`src/rtl/pll_ctrl_pkg.sv`:
```
// Shared constants and types for the reference divider and lock control block
package pll_ctrl_pkg;

    // Register indices; the byte address is four times the index
    localparam logic [3:0] IDX_STATUS    = 4'h0;
    localparam logic [3:0] IDX_FLAG_MASK = 4'h1;
    localparam logic [3:0] IDX_LOOP_CFG  = 4'h3;
    localparam logic [3:0] IDX_LOCK_CFG  = 4'h4;
    localparam logic [3:0] IDX_REF_DIV   = 4'h5;
    localparam logic [3:0] IDX_PUMP_CFG  = 4'h7;
    localparam logic [3:0] IDX_SYNC_CFG  = 4'hA;

    // Status bit positions (also the flag mask layout)
    localparam int ST_LOCK   = 0;
    localparam int ST_LOCK_N = 1;
    localparam int ST_UNLOCK = 2;

    // Field positions
    localparam int LOCK_SEL_LSB   = 0;
    localparam int LOCK_WIN_BIT   = 2;
    localparam int PUMP_CUR_LSB   = 0;
    localparam int PUMP_SINK_BIT  = 3;
    localparam int PUMP_SRC_BIT   = 4;
    localparam int PUMP_MID_BIT   = 5;
    localparam int PUMP_RST_BIT   = 6;
    localparam int PUMP_WIDE_BIT  = 7;

    // Reset values
    localparam logic [5:0] REF_DIV_RST   = 6'h01;
    localparam logic [7:0] PUMP_CFG_RST  = 8'h00;
    localparam logic [2:0] LOCK_CFG_RST  = 3'h0;
    localparam logic [2:0] FLAG_MASK_RST = 3'h0;

    // Lock counts per lock_count_select code
    localparam logic [11:0] LOCK_CNT_1 = 12'd32;
    localparam logic [11:0] LOCK_CNT_2 = 12'd256;
    localparam logic [11:0] LOCK_CNT_3 = 12'd2048;

    // Timing: MCLK period and lock window times, in picoseconds
    localparam int CLK_PERIOD_PS = 100000;
    localparam int LOCK_WIN0_PS  = 5000;
    localparam int LOCK_WIN1_PS  = 10700;
    // Longest times round down, never below one cycle
    localparam int WIN0_RAW = LOCK_WIN0_PS / CLK_PERIOD_PS;
    localparam int WIN1_RAW = LOCK_WIN1_PS / CLK_PERIOD_PS;
    localparam logic [7:0] WIN0_CYC = (WIN0_RAW < 1) ? 8'd1 : 8'(WIN0_RAW);
    localparam logic [7:0] WIN1_CYC = (WIN1_RAW < 1) ? 8'd1 : 8'(WIN1_RAW);
    // Extra cycles the detector stays in reset when pulses are widened
    localparam logic [1:0] PULSE_EXT_CYC = 2'd2;

    localparam logic [1:0] HTRANS_NONSEQ = 2'b10;

    typedef struct packed {
        logic       extend;
        logic       reset_hiz;
        logic       midrail;
        logic       force_source;
        logic       force_sink;
        logic [2:0] current;
    } pump_cfg_t;

    typedef struct packed {
        logic       hiz;
        logic       midrail;
        logic       extend;
        logic       source;
        logic       sink;
        logic [2:0] current;
    } pump_drive_t;

    typedef enum logic [3:0] {
        PFD_IDLE = 4'b0001,
        PFD_UP   = 4'b0010,
        PFD_DN   = 4'b0100,
        PFD_RST  = 4'b1000
    } pfd_state_t;

endpackage : pll_ctrl_pkg

```
`src/rtl/pll_ref_ctrl.sv`:
```
// Reference divider, phase detector, lock indicator and pump control top
//
// The implementer's own choices: the AHB-Lite slave port and the placing of the registers.
`timescale 1ns/1ps
module pll_ref_ctrl (
    input  wire logic                      MCLK,
    input  wire logic                      SYS_RST,
    input  wire logic                      HSEL,
    input  wire logic [31:0]               HADDR,
    input  wire logic [1:0]                HTRANS,
    input  wire logic                      HWRITE,
    input  wire logic [2:0]                HSIZE,
    input  wire logic [31:0]               HWDATA,
    input  wire logic                      HREADY,
    output logic      [31:0]               HRDATA,
    output logic                           HREADYOUT,
    output logic                           HRESP,
    input  wire logic                      REF_IN,
    input  wire logic                      FB_IN,
    input  wire logic                      SYNC_IN,
    output logic                           REF_DIV_OUT,
    output logic                           FB_PATH_SEL,
    output logic                           FLAG_OUT,
    output pll_ctrl_pkg::pump_drive_t      PUMP
);
    import pll_ctrl_pkg::*;

    // Configuration registers
    logic [5:0]  ref_div_ratio;
    logic        ref_aligned_mode;
    logic        ref_div_realign_enable;
    logic [1:0]  lock_count_select;
    logic        lock_window_select;
    logic [2:0]  flag_mask;
    pump_cfg_t   pump_cfg;

    // Bus slave: zero wait states, always OKAY
    logic        wr_pend;
    logic [3:0]  wr_idx;
    wire         addr_ok  = HADDR[31:6] == 26'h0 && HADDR[1:0] == 2'b00;
    wire  [3:0]  addr_idx = HADDR[5:2];
    wire         take     = HSEL && HREADY && HTRANS == HTRANS_NONSEQ;
    wire         take_wr  = take && HWRITE && addr_ok;
    wire         take_rd  = take && !HWRITE;

    assign HREADYOUT = 1'b1;
    assign HRESP     = 1'b0;

    always_ff @(posedge MCLK) begin
        if (SYS_RST) begin
            wr_pend <= 1'b0;
            wr_idx  <= 4'h0;
        end else begin
            wr_pend <= take_wr;
            wr_idx  <= addr_idx;
        end
    end

    wire wr_mask = wr_pend && wr_idx == IDX_FLAG_MASK;
    wire wr_loop = wr_pend && wr_idx == IDX_LOOP_CFG;
    wire wr_lock = wr_pend && wr_idx == IDX_LOCK_CFG;
    wire wr_rdiv = wr_pend && wr_idx == IDX_REF_DIV;
    wire wr_pump = wr_pend && wr_idx == IDX_PUMP_CFG;
    wire wr_sync = wr_pend && wr_idx == IDX_SYNC_CFG;

    always_ff @(posedge MCLK) begin
        if (SYS_RST) begin
            ref_div_ratio          <= REF_DIV_RST;
            ref_aligned_mode       <= 1'b0;
            ref_div_realign_enable <= 1'b0;
            lock_count_select      <= LOCK_CFG_RST[1:0];
            lock_window_select     <= LOCK_CFG_RST[2];
            flag_mask              <= FLAG_MASK_RST;
            pump_cfg               <= PUMP_CFG_RST;
        end else begin
            if (wr_mask)
                flag_mask <= HWDATA[2:0];
            if (wr_loop)
                ref_aligned_mode <= HWDATA[0];
            if (wr_lock) begin
                lock_count_select  <= HWDATA[LOCK_SEL_LSB +: 2];
                lock_window_select <= HWDATA[LOCK_WIN_BIT];
            end
            if (wr_rdiv)
                ref_div_ratio <= HWDATA[5:0];
            if (wr_pump)
                pump_cfg <= HWDATA[7:0];
            if (wr_sync)
                ref_div_realign_enable <= HWDATA[0];
        end
    end

    // Status flags
    logic lock;
    logic unlock;
    wire  lock_n = ~lock;
    wire  [2:0] flags = {unlock, lock_n, lock};

    // Read data is captured in the address phase, so it lags status by one
    wire [31:0] rd_word =
        !addr_ok                    ? 32'h0 :
        addr_idx == IDX_STATUS      ? {29'h0, flags} :
        addr_idx == IDX_FLAG_MASK   ? {29'h0, flag_mask} :
        addr_idx == IDX_LOOP_CFG    ? {31'h0, ref_aligned_mode} :
        addr_idx == IDX_LOCK_CFG    ? {29'h0, lock_window_select,
                                       lock_count_select} :
        addr_idx == IDX_REF_DIV     ? {26'h0, ref_div_ratio} :
        addr_idx == IDX_PUMP_CFG    ? {24'h0, pump_cfg} :
        addr_idx == IDX_SYNC_CFG    ? {31'h0, ref_div_realign_enable} :
                                      32'h0;

    always_ff @(posedge MCLK) begin
        if (SYS_RST)
            HRDATA <= 32'h0;
        else if (take_rd)
            HRDATA <= rd_word;
    end

    // Edge detection on the pins; they are synchronous to MCLK
    logic ref_q;
    logic fb_q;
    logic sync_q;
    always_ff @(posedge MCLK) begin
        if (SYS_RST) begin
            ref_q  <= 1'b0;
            fb_q   <= 1'b0;
            sync_q <= 1'b0;
        end else begin
            ref_q  <= REF_IN;
            fb_q   <= FB_IN;
            sync_q <= SYNC_IN;
        end
    end

    wire ref_edge  = REF_IN && !ref_q;
    wire fb_edge   = FB_IN && !fb_q;
    wire sync_rise = SYNC_IN && !sync_q;
    wire realign   = sync_rise && ref_aligned_mode
                     && ref_div_realign_enable
                     && ref_div_ratio >= 6'h02;

    logic r_edge;
    ref_divider u_rdiv (
        .clk      (MCLK),
        .rst      (SYS_RST),
        .ref_edge (ref_edge),
        .ratio    (ref_div_ratio),
        .realign  (realign),
        .div_edge (r_edge)
    );

    // Phase detector: width counts cycles with only one side pending.
    // Window below one MCLK period cannot be resolved at this rate.
    pfd_state_t pfd_state;
    pfd_state_t next_pfd_state;
    logic [7:0] width;
    logic [1:0] ext_cnt;
    wire        pfd_hold = pump_cfg.reset_hiz;
    wire [7:0]  win_cyc  = lock_window_select ? WIN1_CYC : WIN0_CYC;
    wire        cmp_valid = next_pfd_state == PFD_RST
                            && pfd_state != PFD_RST;
    wire        in_window = (pfd_state == PFD_IDLE) || width < win_cyc;

    always_comb begin
        next_pfd_state = pfd_state;
        unique case (pfd_state)
            PFD_IDLE:
                if (r_edge && fb_edge)
                    next_pfd_state = PFD_RST;
                else if (r_edge)
                    next_pfd_state = PFD_UP;
                else if (fb_edge)
                    next_pfd_state = PFD_DN;
            PFD_UP:
                if (fb_edge)
                    next_pfd_state = PFD_RST;
            PFD_DN:
                if (r_edge)
                    next_pfd_state = PFD_RST;
            PFD_RST:
                if (ext_cnt == 2'd0)
                    next_pfd_state = PFD_IDLE;
        endcase
        if (pfd_hold)
            next_pfd_state = PFD_IDLE;
    end

    always_ff @(posedge MCLK) begin
        if (SYS_RST) begin
            pfd_state <= PFD_IDLE;
            width     <= 8'h00;
            ext_cnt   <= 2'd0;
        end else begin
            pfd_state <= next_pfd_state;
            if (next_pfd_state == PFD_IDLE)
                width <= 8'h00;
            else if (width != 8'hFF && next_pfd_state != PFD_RST)
                width <= width + 8'h01;
            if (cmp_valid)
                ext_cnt <= pump_cfg.extend ? PULSE_EXT_CYC : 2'd0;
            else if (ext_cnt != 2'd0)
                ext_cnt <= ext_cnt - 2'd1;
        end
    end

    // comparisons need reference edges, and so do flag updates other than the clear on disable or select change
    lock_detector u_lock (
        .clk       (MCLK),
        .rst       (SYS_RST),
        .cmp_valid (cmp_valid && !pfd_hold),
        .in_window (in_window),
        .count_sel (lock_count_select),
        .lock      (lock),
        .unlock    (unlock)
    );

    // Pump drive; forcing overrides the float so reset can pre-charge
    wire pump_up = pfd_state == PFD_UP;
    wire pump_dn = pfd_state == PFD_DN;
    pump_drive_t next_pump;
    always_comb begin
        next_pump.current = pump_cfg.current;
        next_pump.midrail = pump_cfg.midrail;
        next_pump.extend  = pump_cfg.extend;
        next_pump.source  = pump_cfg.force_source || pump_up;
        next_pump.sink    = pump_cfg.force_sink || pump_dn;
        next_pump.hiz     = pump_cfg.reset_hiz && !pump_cfg.force_source
                            && !pump_cfg.force_sink;
    end

    always_ff @(posedge MCLK) begin
        if (SYS_RST) begin
            PUMP        <= '0;
            FLAG_OUT    <= 1'b0;
            REF_DIV_OUT <= 1'b0;
            FB_PATH_SEL <= 1'b0;
        end else begin
            PUMP        <= next_pump;
            FLAG_OUT    <= |(flags & flag_mask);
            REF_DIV_OUT <= r_edge;
            FB_PATH_SEL <= ref_aligned_mode;
        end
    end
endmodule : pll_ref_ctrl

```
`src/rtl/ref_divider.sv`:
```
// Six-bit reference divider with realignment
`timescale 1ns/1ps
module ref_divider (
    input  wire logic       clk,
    input  wire logic       rst,
    input  wire logic       ref_edge,
    input  wire logic [5:0] ratio,
    input  wire logic       realign,
    output logic            div_edge
);
    import pll_ctrl_pkg::*;

    logic [5:0] cnt;
    wire  [5:0] eff_ratio = (ratio == 6'h00) ? 6'h01 : ratio;
    wire        wrap      = ref_edge && (cnt >= eff_ratio - 6'h01);

    // Realign wins: the next full period starts from the next ref edge
    always_ff @(posedge clk) begin
        if (rst) begin
            cnt      <= 6'h00;
            div_edge <= 1'b0;
        end else if (realign) begin
            cnt      <= 6'h00;
            div_edge <= 1'b0;
        end else begin
            div_edge <= wrap;
            if (wrap)
                cnt <= 6'h00;
            else if (ref_edge)
                cnt <= cnt + 6'h01;
        end
    end

    // Independent count of ref edges since the last output or disturbance
    logic [5:0] seen;
    logic [5:0] ratio_q;
    always_ff @(posedge clk) begin
        ratio_q <= ratio;
        if (rst || realign || div_edge || ratio != ratio_q)
            seen <= 6'h00;
        else if (ref_edge)
            seen <= seen + 6'h01;
    end
endmodule : ref_divider

```
`src/rtl/lock_detector.sv`:
```
// Lock indicator: counts successive in-window phase comparisons
`timescale 1ns/1ps
module lock_detector (
    input  wire logic       clk,
    input  wire logic       rst,
    input  wire logic       cmp_valid,
    input  wire logic       in_window,
    input  wire logic [1:0] count_sel,
    output logic            lock,
    output logic            unlock
);
    import pll_ctrl_pkg::*;

    logic [11:0] run;
    logic [1:0]  sel_q;
    wire         enabled  = (count_sel != 2'd0);
    wire         sel_chg  = (count_sel != sel_q);
    wire [11:0]  target   = (count_sel == 2'd1) ? LOCK_CNT_1 :
                            (count_sel == 2'd2) ? LOCK_CNT_2 : LOCK_CNT_3;
    wire         reached  = (run + 12'd1 >= target);

    always_ff @(posedge clk) begin
        if (rst) begin
            run    <= 12'd0;
            sel_q  <= 2'd0;
            lock   <= 1'b0;
            unlock <= 1'b0;
        end else begin
            sel_q <= count_sel;
            if (!enabled || sel_chg) begin
                run    <= 12'd0;
                lock   <= 1'b0;
                unlock <= 1'b0;
            end else if (cmp_valid && !in_window) begin
                run    <= 12'd0;
                lock   <= 1'b0;
                unlock <= 1'b1;
            end else if (cmp_valid) begin
                unlock <= 1'b0;
                if (reached)
                    lock <= 1'b1;
                if (!lock)
                    run <= run + 12'd1; // saturates once locked
            end
        end
    end
endmodule : lock_detector

```
`config.mk`:
```
export PLATFORM = sky130hd
export DESIGN_NAME = pll_ref_ctrl
export DESIGN_NICKNAME = d
export VERILOG_FILES = /design/src/rtl/pll_ctrl_pkg.sv /design/src/rtl/pll_ref_ctrl.sv /design/src/rtl/ref_divider.sv /design/src/rtl/lock_detector.sv
export SDC_FILE = /design/constraint.sdc
export NUM_CORES = 1
export LEC_CHECK = 0
export ABC_CLOCK_PERIOD_IN_PS = 3700
export CORE_AREA = 2 2 100 102
export CTS_BUF_LIST = sky130_fd_sc_hd__clkbuf_8 sky130_fd_sc_hd__clkbuf_16
export CTS_CLUSTER_DIAMETER = 30
export DETAILED_ROUTE_END_ITERATION = 8
export DIE_AREA = 0 0 102 104
export DONT_BUFFER_PORTS = 1
export PLACE_DENSITY = 0.74
export REMOVE_ABC_BUFFERS = 1
export SLEW_MARGIN = 30
export SYNTH_ARGS = -nofsm -noshare
export SYNTH_HDL_FRONTEND = slang
export SYNTH_SLANG_ARGS = --single-unit
```
`constraint.sdc`:
```
create_clock -name MCLK -period 3.7 [get_ports MCLK]
set_input_delay 0.74 -clock MCLK [delete_from_list [all_inputs] [get_ports MCLK]]
set_output_delay 0.74 -clock MCLK [all_outputs]
set_load 0.05 [all_outputs]
```
==> impl_metrics.py <==
metrics = {
    "timing": {
        "max_slew.worst_pin.slew_ps": 806,
        "hold_ws_ps": 441,
        "setup_violations": 0,
        "max_slew_margin_pct": 45.8,
        "rsz0062_at_grt": "false",
        "fin_setup_tns_ps": 0,
        "period_share_pct": 84.9,
        "hold_viol": 0,
        "skew_ps": 7.94,
        "period_needed_ps": 3140,
        "fmax_mhz": 318,
        "drv_slew": 0,
    },
    "routing": {
        "route.vias.total": 3672,
        "drt-wirelength-per-cell_um": 14.7,
        "dr.pass1.iters": 5,
        "vias_per_cell": 5.62,
        "drc_errors": 0,
        "antenna_left": 0,
        "drt-total-wl_mm": 9.57,
        "drt_iter0_drc": 192,
    },
    "clocking": {
        "cts_tree": "built",
        "insertion_delay_ps": 370,
        "cts_resized": 0,
        "numCtsBuffers": 9,
        "cts.sinks": 86,
        "clock_path_buffers": 2,
        "cts_setup_buffers": 0,
        "clock-root-buffer": "clkbuf_8",
        "cts_max_level": 3,
        "clkTransAtPathRegs_ps": 90,
        "ctsHoldBuffers": 0,
    },
    "yosys": {
        "ys_ff_latch": 86,
        "synth.top_cell.area_share_pct": 37.7,
        "avgSynthCellArea_um2": 8.59,
        "ys_seq_area_share_pct": 37.7,
        "yosysWarnings": 0,
        "ys_top_cells_by_area": "dfxtp_1 (38%), mux2i_1 (5.7%), ha_1 (4.7%)",
        "yosys.area.top_type": "dfxtp_1",
        "netlist_instances": 532,
        "netlist_area_um2": 4570,
        "yosys_most_used_dff": "dfxtp_1",
        "async_flop_share_pct": 0,
        "synth_edf_count": 0,
        "ys_types": 67,
    },
    "global_route": {
        "grt_antenna_before_repair": 0,
        "grt_util_all_layers_pct": 18.2,
        "grt_pass1_wl_mm": 15.7,
        "grt_pass1_vias": 3373,
        "grt_start_max_net_pins": 60,
        "grt_overflow": 0,
    },
    "placed_design": {
        "dpl_cell_area_um2": 4520,
        "dp_hpwl_mm": 6.77,
        "place_congestion": 0.836,
        "io_buffers": 0,
    },
    "floorplanning": {
        "ios": 122,
        "rows": 36,
        "start_util_pct": 47.9,
        "die_w_um": 102,
        "core-area_um2": 9550,
        "die-area_um2": 10600,
        "die_h_um": 104,
    },
    "final_layout": {
        "final_nets": 609,
        "layout_common_cells": "dfxtp_1 (86), nor2_1 (54), nand2_1 (33)",
        "final_common_cell": "dfxtp_1",
        "layout-drive-gt1-share_pct": 5.58,
        "final_util_pct": 49.6,
        "seqCellArea_um2": 1720,
        "insertedDiodeCount": 0,
        "nFillCells": 935,
        "multi_input_area_um2": 2580,
        "final_area_um2": 4730,
        "synthToLayoutAreaGrowth_pct": 3.56,
    },
    "critical_path": {
        "critPathArrivalTime_ps": 3440,
        "max_stage_delay_ps": 550,
        "worstPathMaxFanout": 9,
        "worstRegToRegCells": 10,
        "setup.worst_path.class": "reg2reg",
        "path_cells": "or4_1 -> nor2_1 -> nor3_1 -> a21oi_1 -> ha_1 -> o211a_1 -> a221o_1 -> a31oi_1 -> a21bo_2 -> a21oi_1",
        "crit_top_cell": "a21oi_1",
        "setup.worst_path.start_class": "register",
        "worstSetupEndpointType": "register",
        "required_ps": 3990,
        "critPathSlowestCell": "a31oi_1",
    },
    "power_and_ir_drop": {
        "power_density_nw_per_um2": 401,
        "p_leak_nw": 1.62,
        "ir_drop_mv": 0.166,
        "finalPower_w": 0.00190,
    },
    "hold_path": {
        "whs_path_depth": 1,
        "min_path_type": "in2reg",
    },
    "run_status": {
        "status": "completed",
    },
    "job": {
        "drv_cap": 0,
    },
}
==> per-stage QoR <==
| stage | std cells | worst slack (ps) |
|---|---|---|
| after floorplan | 503 | 926 |
| after global placement | 636 | 694 |
| after detailed placement | 636 | 597 |
| after CTS | 652 | 571 |
| after global routing | 653 | 414 |
| final | 653 | 558 |
==> synthesized netlist by cell type, types with 4 or more instances <==
| master | n |
|---|---|
| nor4b_1 | 4 |
| nand3_1 | 16 |
| clkbuf_1 | 17 |
| nand4_1 | 12 |
| nand2b_1 | 5 |
| xor2_1 | 6 |
| nor2b_1 | 22 |
| nor3_1 | 22 |
| buf_4 | 26 |
| mux2i_1 | 26 |
| ha_1 | 17 |
| nand2_1 | 33 |
| buf_2 | 8 |
| inv_1 | 12 |
| or3_1 | 10 |
| a21oi_1 | 29 |
| o21ai_0 | 17 |
| a31oi_1 | 4 |
| nor3b_1 | 9 |
| xnor2_1 | 16 |
| nor2_1 | 55 |
| dfxtp_1 | 86 |
| nor4_1 | 13 |
==> registers in the layout (all words and copies together) (netlist names), 2 cells and up <==
register and count:
flag_mask 3, lock_count_select 2, pump_cfg 2, ref_div_ratio 6, next_pump 5, u_lock.run 12, HRDATA 8, pfd_state 4
wr_idx 4, ext_cnt 2, u_lock.sel_q 2, width 8, PUMP 8, u_rdiv.cnt 6
==> power by group <==
part / internal [W] / leakage (nW) / switching, W
clock: 0.000329 / 0.105 / 0.000376
sequential: 0.000947 / 0.697 / 0.0000280
combinational: 0.0000698 / 0.821 / 0.000148
==> layer usage <==
layer,GRT usage [%],vias to the layer above,wire length [um]
li1,-,1811,-
met1,24.0,1741,4400
met5,0,-,0
met4,7.90,0,181
met2,28.0,107,4360
met3,4.70,13,631
==> area by class of cell <==
class	count	area share, %
Clock buffer	9	2.62
Inverter	12	0.952
Tap cell	133	3.52
Clock inverter	7	1.82
Multi-Input combinational cell	405	54.6
Timing Repair Buffer	1	0.159
Sequential cell	86	36.4
==> worst paths after layout <==
kind | startpoint | slack, ps | end
min reg2reg | next_pump[6] | 490 | PUMP[6]
max reg2reg | ref_div_ratio[3] | 560 | u_rdiv.cnt[5]
max | ref_div_ratio[3] | 560 | u_rdiv.cnt[5]
min | SYS_RST | 440 | PUMP[6]
==> critical path: cells and delay by family (launching register included) <==
kind / cells / cell delay (ps)
and+or+nand+nor: 3 / 840
adders and majority gates: 1 / 240
DFF: 1 / 390
AOI/OAI and AO/OA: 6 / 1590
==> cell families after synthesis <==
| kind of cell | share of synthesized area, % |
|---|---|
| AO/OA/AOI/OAI | 12.2 |
| XOR/XNOR | 4.22 |
| adder cells (fa/ha/maj) | 4.65 |
| buffers and inverters | 7.86 |
| flip-flops | 37.7 |
| multiplexers | 6.43 |
| other | 0.164 |
| AND/OR/NAND/NOR | 26.8 |
Power figures use the tool's default switching activity.
